File: config.mk
export PLATFORM = sky130hd
export DESIGN_NAME = bus_mux_config_registers
export DESIGN_NICKNAME = d
export VERILOG_FILES = /design/src/rtl/bus_mux_pkg.sv /design/src/rtl/bus_mux_config_registers.sv /design/src/rtl/stuck_timer.sv /design/src/rtl/sync2.sv
export VERILOG_INCLUDE_DIRS = /design/src /design/src/rtl
export SDC_FILE = /design/constraint.sdc
export NUM_CORES = 1
export LEC_CHECK = 0
export BUFFER_PORTS_ARGS = -buffer_cell sky130_fd_sc_hd__buf_2
export CORE_AREA = 2 2 131 133
export DETAILED_ROUTE_END_ITERATION = 7
export DIE_AREA = 0 0 133 135
export GPL_TIMING_DRIVEN = 0
export PLACE_DENSITY_LB_ADDON = 0.3
export SLEW_MARGIN = 10
export SYNTH_ARGS = -nofsm -noshare
export SYNTH_HDL_FRONTEND = slang
export SYNTH_SLANG_ARGS = --single-unit
File: constraint.sdc
create_clock -name clk_sys -period 3.2 [get_ports clk_sys]
set_input_delay 0.32 -clock clk_sys [delete_from_list [all_inputs] [get_ports clk_sys]]
set_output_delay 0.32 -clock clk_sys [all_outputs]
set_load 0.01 [all_outputs]
File: src/rtl/bus_mux_params.svh
/*
 Constants of the bus multiplexer register bank: offsets, bit positions,
 reset values and stuck-low timing. Assumes nothing; definitions only.
*/
`ifndef BUS_MUX_PARAMS_SVH
`define BUS_MUX_PARAMS_SVH

// ----------------------------------------
// Register offsets (command byte values)
// ----------------------------------------
`define REG_FAULT_OFS 8'h00
`define REG_GPIO_OFS 8'h01
`define REG_CFG_OFS 8'h02
`define REG_SWITCH_OFS 8'h03

// ----------------------------------------
// Field positions of pin_and_connection_config
// ----------------------------------------
`define CFG_GP1_DIR_BIT 7
`define CFG_GP2_DIR_BIT 6
`define CFG_CONN_ANY_BIT 5
`define CFG_GP1_PP_BIT 4
`define CFG_GP2_PP_BIT 3
`define CFG_MASS_EN_BIT 2
`define CFG_TSEL_HI_BIT 1
`define CFG_TSEL_LO_BIT 0

// ----------------------------------------
// Reset values and addresses
// ----------------------------------------
`define CFG_RST 8'h04
`define SWITCH_RST 4'h0
`define GPO_RST 2'h3
`define MASS_WRITE_ADDR 7'h5D
`define DEV_ADDR_DEFAULT 7'h44

// ----------------------------------------
// Stuck-low timing
// ----------------------------------------
`define CLK_MHZ 20
`define STUCK_30MS_US 30000
`define STUCK_15MS_US 15000
`define STUCK_7P5MS_US 7500
`define STUCK_30MS_CYC (`STUCK_30MS_US * `CLK_MHZ)
`define STUCK_15MS_CYC (`STUCK_15MS_US * `CLK_MHZ)
`define STUCK_7P5MS_CYC (`STUCK_7P5MS_US * `CLK_MHZ)

`endif

File: src/rtl/bus_mux_pkg.sv
/*
 Types of the bus multiplexer register bank.
 Assumes bus_mux_params.svh supplies the numbers.
*/
`default_nettype none
package bus_mux_pkg;

    // Serial slave sequencer states
    typedef enum logic [3:0] {
        S_IDLE, S_ADDR, S_AACK, S_CMD, S_CACK, S_WR, S_WACK, S_RD, S_RACK
    } slave_state_t;

    // Whole state of the register bank
    typedef struct packed {
        slave_state_t st;
        logic [3:0] cnt;
        logic [7:0] sh;
        logic [7:0] ptr;
        logic rw;
        logic sda_oe;
        logic [7:0] cfg;
        logic [3:0] sw;
        logic [1:0] gpo;
        logic fail_n;
        logic tlatch;
        logic alert;
        logic to_p;
        logic scl_p;
        logic sda_p;
    } bank_state_t;

endpackage

`default_nettype wire

File: src/rtl/bus_mux_config_registers.sv
/*
 Register bank of a four-channel two-wire bus multiplexer, reached by a
 two-wire slave on the upstream lines. Assumes all pins are asynchronous
 and open-drain wires are resolved outside; bit 3 of each bus vector is
 downstream bus one.
*/
// Notes on behaviour
// Config bit 7 sets pin one direction.
// Config bit 6 sets pin two direction.
// Bit 5 clear: connect only idle-high buses.
// Bit 4 picks pin one open-drain or push-pull.
// Bit 3 picks pin two open-drain or push-pull.
// Bit 2 enables broadcast write address response.
// Bits 1:0 select stuck-low timeout length.
// Switch bits set and report bus connection.
// Low nibble reports downstream idle-high levels.
// Idle flag is don't-care for connected bus.
// Any subset of buses may be connected.
// Timeout disconnects upstream from downstream buses.
// Idle flags sampled when command arrives.
// Refused connection clears status bit, raises alert.
// Timeout raises alert, keeps switch bits.
// Enable low holds defaults, ignores bus.
// Writes to read-only idle bits ignored.
`timescale 1ns/1ps
`default_nettype none
`include "bus_mux_params.svh"

module bus_mux_config_registers #(
    parameter logic [6:0] DEV_ADDR = `DEV_ADDR_DEFAULT, // Arbitrary value
    parameter int CYC_30 = `STUCK_30MS_CYC,
    parameter int CYC_15 = `STUCK_15MS_CYC,
    parameter int CYC_7P5 = `STUCK_7P5MS_CYC
) (
    input wire logic clk_sys,                  // System clock
    input wire logic rst_n,                    // Async reset, active low
    input wire logic enable_pin,               // Device enable
    input wire logic upstream_clock_line,      // Upstream clock level
    input wire logic upstream_data_line_in,    // Upstream data level
    output logic upstream_data_line_out,       // Always low when driven
    output logic upstream_data_line_oe,        // Pull data low
    input wire logic [3:0] downstream_data_line,  // Downstream data levels
    input wire logic [3:0] downstream_clock_line, // Downstream clock levels
    output logic [3:0] switch_closed,          // Switch states
    output logic buffer_enable,                // Buffers active
    output logic ready,                        // Some bus connected, no timeout
    output logic fault_alert,                  // Pull alert low
    input wire logic general_io_pin_one_in,    // Pin one level
    output logic general_io_pin_one_out,       // Pin one drive value
    output logic general_io_pin_one_oe,        // Pin one driven
    input wire logic general_io_pin_two_in,    // Pin two level
    output logic general_io_pin_two_out,       // Pin two drive value
    output logic general_io_pin_two_oe         // Pin two driven
);
    // ----------------------------------------
    // Input synchronisation
    // ----------------------------------------
    logic [12:0] pins_s;
    logic en_s, scl_s, sda_s, gp1_s, gp2_s;
    logic [3:0] dsda_s, dscl_s, idle_s;

    sync2 #(.W(13)) u_sync (
        .clk_sys(clk_sys),
        .rst_n(rst_n),
        .async_in({enable_pin, upstream_clock_line, upstream_data_line_in,
                   downstream_data_line, downstream_clock_line,
                   general_io_pin_one_in, general_io_pin_two_in}),
        .sync_out(pins_s)
    );

    assign {en_s, scl_s, sda_s, dsda_s, dscl_s, gp1_s, gp2_s} = pins_s;
    assign idle_s = dsda_s & dscl_s;

    // ----------------------------------------
    // State and reset value
    // ----------------------------------------
    bus_mux_pkg::bank_state_t q, d;
    bus_mux_pkg::bank_state_t rst_val;
    logic timeout_rt, stuck_run, rise, fall, start, stop, reg_wr;
    logic [3:0] granted, refused;
    logic [7:0] rdata;

    always_comb begin
        rst_val = '0;
        rst_val.st = bus_mux_pkg::S_IDLE;
        rst_val.cfg = `CFG_RST;
        rst_val.sw = `SWITCH_RST;
        rst_val.gpo = `GPO_RST;
        rst_val.fail_n = 1'b1;
        rst_val.scl_p = 1'b1;
        rst_val.sda_p = 1'b1;
    end

    // ----------------------------------------
    // Stuck-low timer
    // ----------------------------------------
    // Common nodes are low when any connected line is low
    assign stuck_run = |(q.sw & ~idle_s);

    stuck_timer #(.CYC_30(CYC_30), .CYC_15(CYC_15), .CYC_7P5(CYC_7P5)) u_timer (
        .clk_sys(clk_sys),
        .rst_n(rst_n),
        .run(stuck_run),
        .sel(q.cfg[`CFG_TSEL_HI_BIT:`CFG_TSEL_LO_BIT]),
        .timeout(timeout_rt)
    );

    // ----------------------------------------
    // Read data
    // ----------------------------------------
    always_comb begin
        unique case (q.ptr)
            `REG_FAULT_OFS: rdata = {|q.sw, 4'h0, q.fail_n, q.tlatch, timeout_rt};
            `REG_GPIO_OFS: rdata = {2'h0, q.gpo, 2'h0, gp1_s, gp2_s};
            `REG_CFG_OFS: rdata = q.cfg;
            `REG_SWITCH_OFS: rdata = {q.sw, idle_s};
            default: rdata = 8'h00;
        endcase
    end

    // ----------------------------------------
    // Connection decision
    // ----------------------------------------
    // Flags are taken at the write itself; a connected bus keeps its
    // grant since its flag means nothing while the switch is closed.
    always_comb begin
        if (q.cfg[`CFG_CONN_ANY_BIT]) begin
            granted = q.sh[7:4];
        end else begin
            granted = q.sh[7:4] & (idle_s | q.sw);
        end
        refused = q.sh[7:4] & ~granted;
    end

    // ----------------------------------------
    // Slave sequencer and registers
    // ----------------------------------------
    always_comb begin
        d = q;
        reg_wr = 1'b0;
        rise = scl_s & ~q.scl_p;
        fall = ~scl_s & q.scl_p;
        start = scl_s & q.scl_p & q.sda_p & ~sda_s;
        stop = scl_s & q.scl_p & ~q.sda_p & sda_s;
        if (!en_s) begin
            d = rst_val;
        end else if (start) begin
            d.st = bus_mux_pkg::S_ADDR;
            d.cnt = 4'h0;
            d.sda_oe = 1'b0;
        end else if (stop) begin
            d.st = bus_mux_pkg::S_IDLE;
            d.sda_oe = 1'b0;
        end else begin
            unique case (q.st)
                bus_mux_pkg::S_IDLE: begin
                    d.sda_oe = 1'b0;
                end
                bus_mux_pkg::S_ADDR, bus_mux_pkg::S_CMD, bus_mux_pkg::S_WR: begin
                    if (rise && q.cnt < 4'h8) begin
                        d.sh = {q.sh[6:0], sda_s};
                        d.cnt = q.cnt + 4'h1;
                    end else if (fall && q.cnt == 4'h8) begin
                        d.sda_oe = 1'b1;
                        if (q.st == bus_mux_pkg::S_ADDR) begin
                            d.rw = q.sh[0];
                            if (q.sh[7:1] == DEV_ADDR) begin
                                d.st = bus_mux_pkg::S_AACK;
                            end else if (q.sh[7:1] == `MASS_WRITE_ADDR && !q.sh[0]
                                         && q.cfg[`CFG_MASS_EN_BIT]) begin
                                d.st = bus_mux_pkg::S_AACK;
                            end else begin
                                d.sda_oe = 1'b0;
                                d.st = bus_mux_pkg::S_IDLE;
                            end
                        end else if (q.st == bus_mux_pkg::S_CMD) begin
                            d.ptr = q.sh;
                            d.st = bus_mux_pkg::S_CACK;
                        end else begin
                            reg_wr = 1'b1;
                            d.st = bus_mux_pkg::S_WACK;
                        end
                    end
                end
                bus_mux_pkg::S_AACK: begin
                    if (fall) begin
                        d.cnt = 4'h0;
                        if (q.rw) begin
                            d.sh = rdata;
                            d.sda_oe = ~rdata[7];
                            d.st = bus_mux_pkg::S_RD;
                        end else begin
                            d.sda_oe = 1'b0;
                            d.st = bus_mux_pkg::S_CMD;
                        end
                    end
                end
                bus_mux_pkg::S_CACK, bus_mux_pkg::S_WACK: begin
                    if (fall) begin
                        d.sda_oe = 1'b0;
                        d.cnt = 4'h0;
                        d.st = bus_mux_pkg::S_WR;
                    end
                end
                bus_mux_pkg::S_RD: begin
                    if (rise) begin
                        d.cnt = q.cnt + 4'h1;
                    end else if (fall && q.cnt == 4'h8) begin
                        d.sda_oe = 1'b0;
                        d.st = bus_mux_pkg::S_RACK;
                    end else if (fall) begin
                        d.sh = {q.sh[6:0], 1'b0};
                        d.sda_oe = ~q.sh[6];
                    end
                end
                bus_mux_pkg::S_RACK: begin
                    // Master acknowledge kept in sh[0]
                    if (rise) begin
                        d.sh[0] = sda_s;
                    end else if (fall && !q.sh[0]) begin
                        d.cnt = 4'h0;
                        d.sh = rdata;
                        d.sda_oe = ~rdata[7];
                        d.st = bus_mux_pkg::S_RD;
                    end else if (fall) begin
                        d.st = bus_mux_pkg::S_IDLE;
                    end
                end
            endcase
            // Effects of a register write
            if (reg_wr) begin
                unique case (q.ptr)
                    `REG_FAULT_OFS: begin
                        d.fail_n = 1'b1;
                        d.tlatch = 1'b0;
                        d.alert = 1'b0;
                    end
                    `REG_GPIO_OFS: d.gpo = q.sh[5:4];
                    `REG_CFG_OFS: d.cfg = q.sh;
                    `REG_SWITCH_OFS: begin
                        d.sw = granted;
                        if (|refused) begin
                            d.fail_n = 1'b0;
                            d.alert = 1'b1;
                        end
                    end
                    default: d.cnt = 4'h0;
                endcase
            end
            // Timeout event after the write so a set wins over a clear
            if (timeout_rt && !q.to_p) begin
                d.tlatch = 1'b1;
                d.alert = 1'b1;
            end
        end
        d.to_p = timeout_rt;
        d.scl_p = scl_s;
        d.sda_p = sda_s;
    end

    always_ff @(posedge clk_sys or negedge rst_n) begin
        if (!rst_n) begin
            q <= '{st: bus_mux_pkg::S_IDLE, cnt: 4'h0, sh: 8'h00, ptr: 8'h00,
                   rw: 1'b0, sda_oe: 1'b0, cfg: `CFG_RST, sw: `SWITCH_RST,
                   gpo: `GPO_RST, fail_n: 1'b1, tlatch: 1'b0, alert: 1'b0,
                   to_p: 1'b0, scl_p: 1'b1, sda_p: 1'b1};
        end else begin
            q <= d;
        end
    end

    // ----------------------------------------
    // Outputs
    // ----------------------------------------
    assign upstream_data_line_out = 1'b0;
    assign upstream_data_line_oe = q.sda_oe;
    assign switch_closed = q.sw;
    // Timeout de-biases buffers only; switches stay as they are
    assign buffer_enable = |q.sw & ~timeout_rt;
    assign ready = buffer_enable;
    assign fault_alert = q.alert;

    // Open-drain releases for a one; push-pull drives whenever the pin is an output
    assign general_io_pin_one_out = q.gpo[1] & q.cfg[`CFG_GP1_PP_BIT];
    assign general_io_pin_one_oe = ~q.cfg[`CFG_GP1_DIR_BIT]
        & (q.cfg[`CFG_GP1_PP_BIT] | ~q.gpo[1]);
    assign general_io_pin_two_out = q.gpo[0] & q.cfg[`CFG_GP2_PP_BIT];
    assign general_io_pin_two_oe = ~q.cfg[`CFG_GP2_DIR_BIT]
        & (q.cfg[`CFG_GP2_PP_BIT] | ~q.gpo[0]);
endmodule

`default_nettype wire

File: src/rtl/stuck_timer.sv
/*
 Stuck-low timer: counts while the common lines are low and flags
 a timeout at the selected limit. Assumes a synchronised run input.
*/
`timescale 1ns/1ps
`default_nettype none
`include "bus_mux_params.svh"

module stuck_timer #(
    parameter int CYC_30 = `STUCK_30MS_CYC,
    parameter int CYC_15 = `STUCK_15MS_CYC,
    parameter int CYC_7P5 = `STUCK_7P5MS_CYC
) (
    input wire logic clk_sys,    // System clock
    input wire logic rst_n,      // Async reset, active low
    input wire logic run,        // A common line is low
    input wire logic [1:0] sel,  // Timeout select, 0 = off
    output logic timeout         // Timeout in progress
);
    typedef struct packed {
        logic [19:0] cnt;
        logic hit;
    } timer_state_t;

    timer_state_t q, d;
    logic [19:0] limit;

    if (CYC_30 < 1 || CYC_30 >= (1 << 20) || CYC_15 < 1 || CYC_7P5 < 1) begin : g_bad
        $error("stuck_timer limits out of range");
    end

    // Limit from the select code
    always_comb begin
        unique case (sel)
            2'h1: limit = 20'(CYC_30);
            2'h2: limit = 20'(CYC_15);
            2'h3: limit = 20'(CYC_7P5);
            2'h0: limit = 20'hFFFFF;
        endcase
    end

    // Cleared as soon as the lines go high or the timer is off
    always_comb begin
        d = q;
        if (!run || sel == 2'h0) begin
            d.cnt = 20'h00000;
            d.hit = 1'b0;
        end else if (q.cnt >= limit - 20'h00001) begin
            d.hit = 1'b1;
        end else begin
            d.cnt = q.cnt + 20'h00001;
        end
    end

    always_ff @(posedge clk_sys or negedge rst_n) begin
        if (!rst_n) begin
            q <= '0;
        end else begin
            q <= d;
        end
    end

    assign timeout = q.hit;
endmodule

`default_nettype wire

File: src/rtl/sync2.sv
/*
 Two-flop synchroniser for a vector of independent levels.
 Assumes every bit is a slow level; no bit relation is kept.
*/
`timescale 1ns/1ps
`default_nettype none

module sync2 #(
    parameter int W = 1
) (
    input wire logic clk_sys,          // System clock
    input wire logic rst_n,            // Async reset, active low
    input wire logic [W-1:0] async_in, // Levels from outside
    output logic [W-1:0] sync_out      // Levels on clk_sys
);
    typedef struct packed {
        logic [W-1:0] s1;
        logic [W-1:0] s2;
    } sync_state_t;

    sync_state_t q, d;

    if (W < 1) begin : g_bad_width
        $error("sync2 width must be positive");
    end

    // First stage feeds only the second
    always_comb begin
        d = q;
        d.s1 = async_in;
        d.s2 = q.s1;
    end

    // Idle high to match released open-drain lines
    always_ff @(posedge clk_sys or negedge rst_n) begin
        if (!rst_n) begin
            q <= '1;
        end else begin
            q <= d;
        end
    end

    assign sync_out = q.s2;
endmodule

`default_nettype wire

==> impl_metrics.toml <==
[global_routing]
gr-usage-all-layers_pct = 16.5
antenna_found_initial = 0
grt_overflow = 0
grt_pass1_wl_mm = 23.4
grt_max_degree = 53
grt_pass1_vias = 4482

[routing]
final_antenna_net_count = 0
drt_iter0_markers = 313
dr.pass1.iters = 5
routed_via_density = 5.46
drc = 0
routed_wl_mm = 14.0
wl_per_cell_um = 17.2
vias = 4459

[synthesis]
yosysUniqueCellTypes = 74
synth_area_mm2 = 0.00534
synthMuxAreaShare_pct = 6.12
avgSynthCellArea_um2 = 9.63
syn_nets = 593
synth_top_family_by_area = "simple AND/OR/NAND/NOR gates"
syn_inst = 554
ys_ff_latch = 93
synth_enable_flop_cells = 0
synth_fa_ha_area_share_pct = 5.63
ys.flop_type = "dfrtp_1"
synth_xor_area_share_pct = 0.328
ys_warn_count = 0
synth-seq-area-share_pct = 44.4
async_reset_ff_share_pct = 100
synth_compound_area_share_pct = 18.8
synthSimpleGateAreaFrac_pct = 19.8

[placement]
routabilityCongestion = 0.869
portBuffers = 26
dp_hpwl_mm = 10.2

[setup_path]
critPathMostFrequentCell = "ha_1"
crit_required_ns = 3.48
cp_max_fo = 10
startpoint_type = "register"
path_cells = "inv_1 > ha_1 > o21bai_2 > ha_1 > o2111ai_1 > a211o_1 > a41oi_2 > clkbuf_4 > buf_2 > o21ai_0 > a21oi_1"
crit_slowest_cell = "dfrtp_1"
worst_ep_arrival_time_ns = 3.29
cp_top_family = "compound AO/OA/AOI/OAI gates"
critPathMaxStageDelay_ns = 0.44
criticalPathCategory = "reg -> reg"
worstSetupEndpointType = "register"
crit_buf_inv = 3

[cells_and_area]
area_delta_synth_final_pct = 14.8
nNetsFinal = 631
final_common_cell = "dfrtp_1"
mostFrequentLayoutCells = "dfrtp_1 (61), a21oi_1 (49), nand2_1 (49), nor2_1 (39), buf_2 (33)"
fillCellCount = 1649
antenna_cells = 0
drive_gt1_share_pct = 21.6

[clocking]
cts_tree = "done"
cts_made_buffers = 9
ctsRootBufferMaster = "clkbuf_16"
cts.htree.levels = 3
cts_setup_buffers = 0
clk_latency_ns = 0.36
clock_tree.buffer_depth = 2
clkSinkCount = 93
clk_pin_slew_ns = 0.08

[die]
die_x_um = 133
die_h_um = 135
start_util_pct = 32.5
die-area_mm2 = 0.0180
core_mm2 = 0.0164
pin_count = 28
row_count = 47

[timing]
slew_headroom_pct = 54.6
fmax_ghz = 0.332
rsz0062_at_grt = "false"
fin_crit_sh_pct = 94.0
fin_crit_ns = 3.01
worstMarginPinSlew_ns = 0.675
finalSetupTns_ns = 0
timing.final.max_slew_violations = 0
skew_ns = 0.00937
hold_violations = 0
finalSetupViolCount = 0
whs_ns = 0.0521

[status]
outcome = "finished clean"

[power_and_ir_drop]
ir_worst_vdd_v = 0.000233
p_leak_uw = 0.00251
p_per_area_mw_per_mm2 = 411
total_power_uw = 2520

[worst_hold_path]
hp-class = "in -> reg"

[job]
cap_violations = 0
==> report_power, final <==
part / internal [uW] / total [uW] / switching [uW]
combinational: 47.5 / 136 / 88.3
sequential: 1210 / 1230 / 16.9
clock: 629 / 1150 / 522
==> timing repair <==
action                     4_1_cts  5_1_grt
setup endpoints to repair        9       18
hold buffers                     1        0
gates resized for setup          2        8
hold endpoints to repair        25        0
pin swaps                        0        0
==> metrics by stage <==
stage	area, um^2	std cells	setup slack, ns	utilization [%]
global placement	5740	800	-0.0848	35.0
CTS	6110	818	0.0136	37.2
finish	6130	817	0.191	37.3
floorplan	5340	554	0.571	-
global route	6130	817	0.00888	37.3
detailed placement	5770	801	-0.155	35.2
==> cell type report <==
cell class                      count  area (um^2)  area share [%]
Sequential cell                    93         2370            38.6
Timing Repair Buffer               28          170            2.78
Multi-Input combinational cell    406         2740            44.6
Tap cell                          220          275            4.49
Clock inverter                      7         91.3            1.49
Inverter                           20         75.1            1.23
Clock buffer                        9          225            3.68
Buffer                             34          188            3.06
==> registers in the layout, indices dropped and copies added, names as in the netlist <==
name                   count
u_timer.timeout            1
q                         40
u_sync.d                  13
upstream_data_line_oe      1
u_sync.sync_out           13
switch_closed              4
u_timer.q                 20
fault_alert                1
==> metal layers <==
layer	wire length, um	up-vias	global-route usage (%)
li1	-	2119	-
met1	6490	2192	22.1
met2	6570	126	26.7
met3	636	22	2.29
met4	323	0	7.23
met5	0	-	0
==> worst register-to-register path: stages (launching register included) <==
cell,delay (ns)
dfrtp_1,0.44
inv_1,0.13
ha_1,0.26
o21bai_2,0.25
ha_1,0.33
o2111ai_1,0.13
a211o_1,0.33
a41oi_2,0.26
clkbuf_4,0.27
buf_2,0.24
o21ai_0,0.13
a21oi_1,0.15
==> synthesized netlist by cell type, drive strengths merged, types with 5 or more instances <==
cell,instances,area [um^2]
nand4,9,56.3
dfstp,32,841
nand2b,7,43.8
nor2,42,176
nor2b,5,31.3
mux2i,15,150
a211oi,7,57.6
or4,16,120
o211ai,5,37.5
nor3,16,96.4
clkbuf,15,57.6
a22oi,7,52.6
nand2,49,184
ha,24,300
inv,20,75.1
o21ai,31,155
buf,20,130
a21oi,50,254
nand3,18,90.1
mux2,12,154
a21o,5,37.5
dfrtp,61,1530
and2,6,38.8
or3,6,42.5
o31ai,17,128
==> final timing paths <==
kind	startpoint	to	slack (ns)	depth (start not counted)
hold / removal	downstream_clock_line[1]	u_sync.d[3]$_DFF_PN1_	0.05	1
hold reg to reg	u_sync.d[9]$_DFF_PN1_	u_sync.sync_out[9]$_DFF_PN1_	0.36	0
max in group asynchronous	rst_n	u_sync.d[1]$_DFF_PN1_	1.97	3
setup / recovery	q[13]$_DFFE_PN0P_	u_timer.q[1]$_DFFE_PN0P_	0.19	11
min in group asynchronous	rst_n	q[16]$_DFFE_PN0P_	0.50	2
setup reg to reg	q[13]$_DFFE_PN0P_	u_timer.q[1]$_DFFE_PN0P_	0.19	11
==> cell families (layout without fill, tap and decap cells) <==
group	Yosys count	count (layout)
other cells	1	1
flops	93	93
mux	28	28
xor+xnor	2	2
buf+inv	55	98
simple gates	195	195
fa+ha+maj	24	24
compound gates	156	156
(Power assumes the default switching activity.)
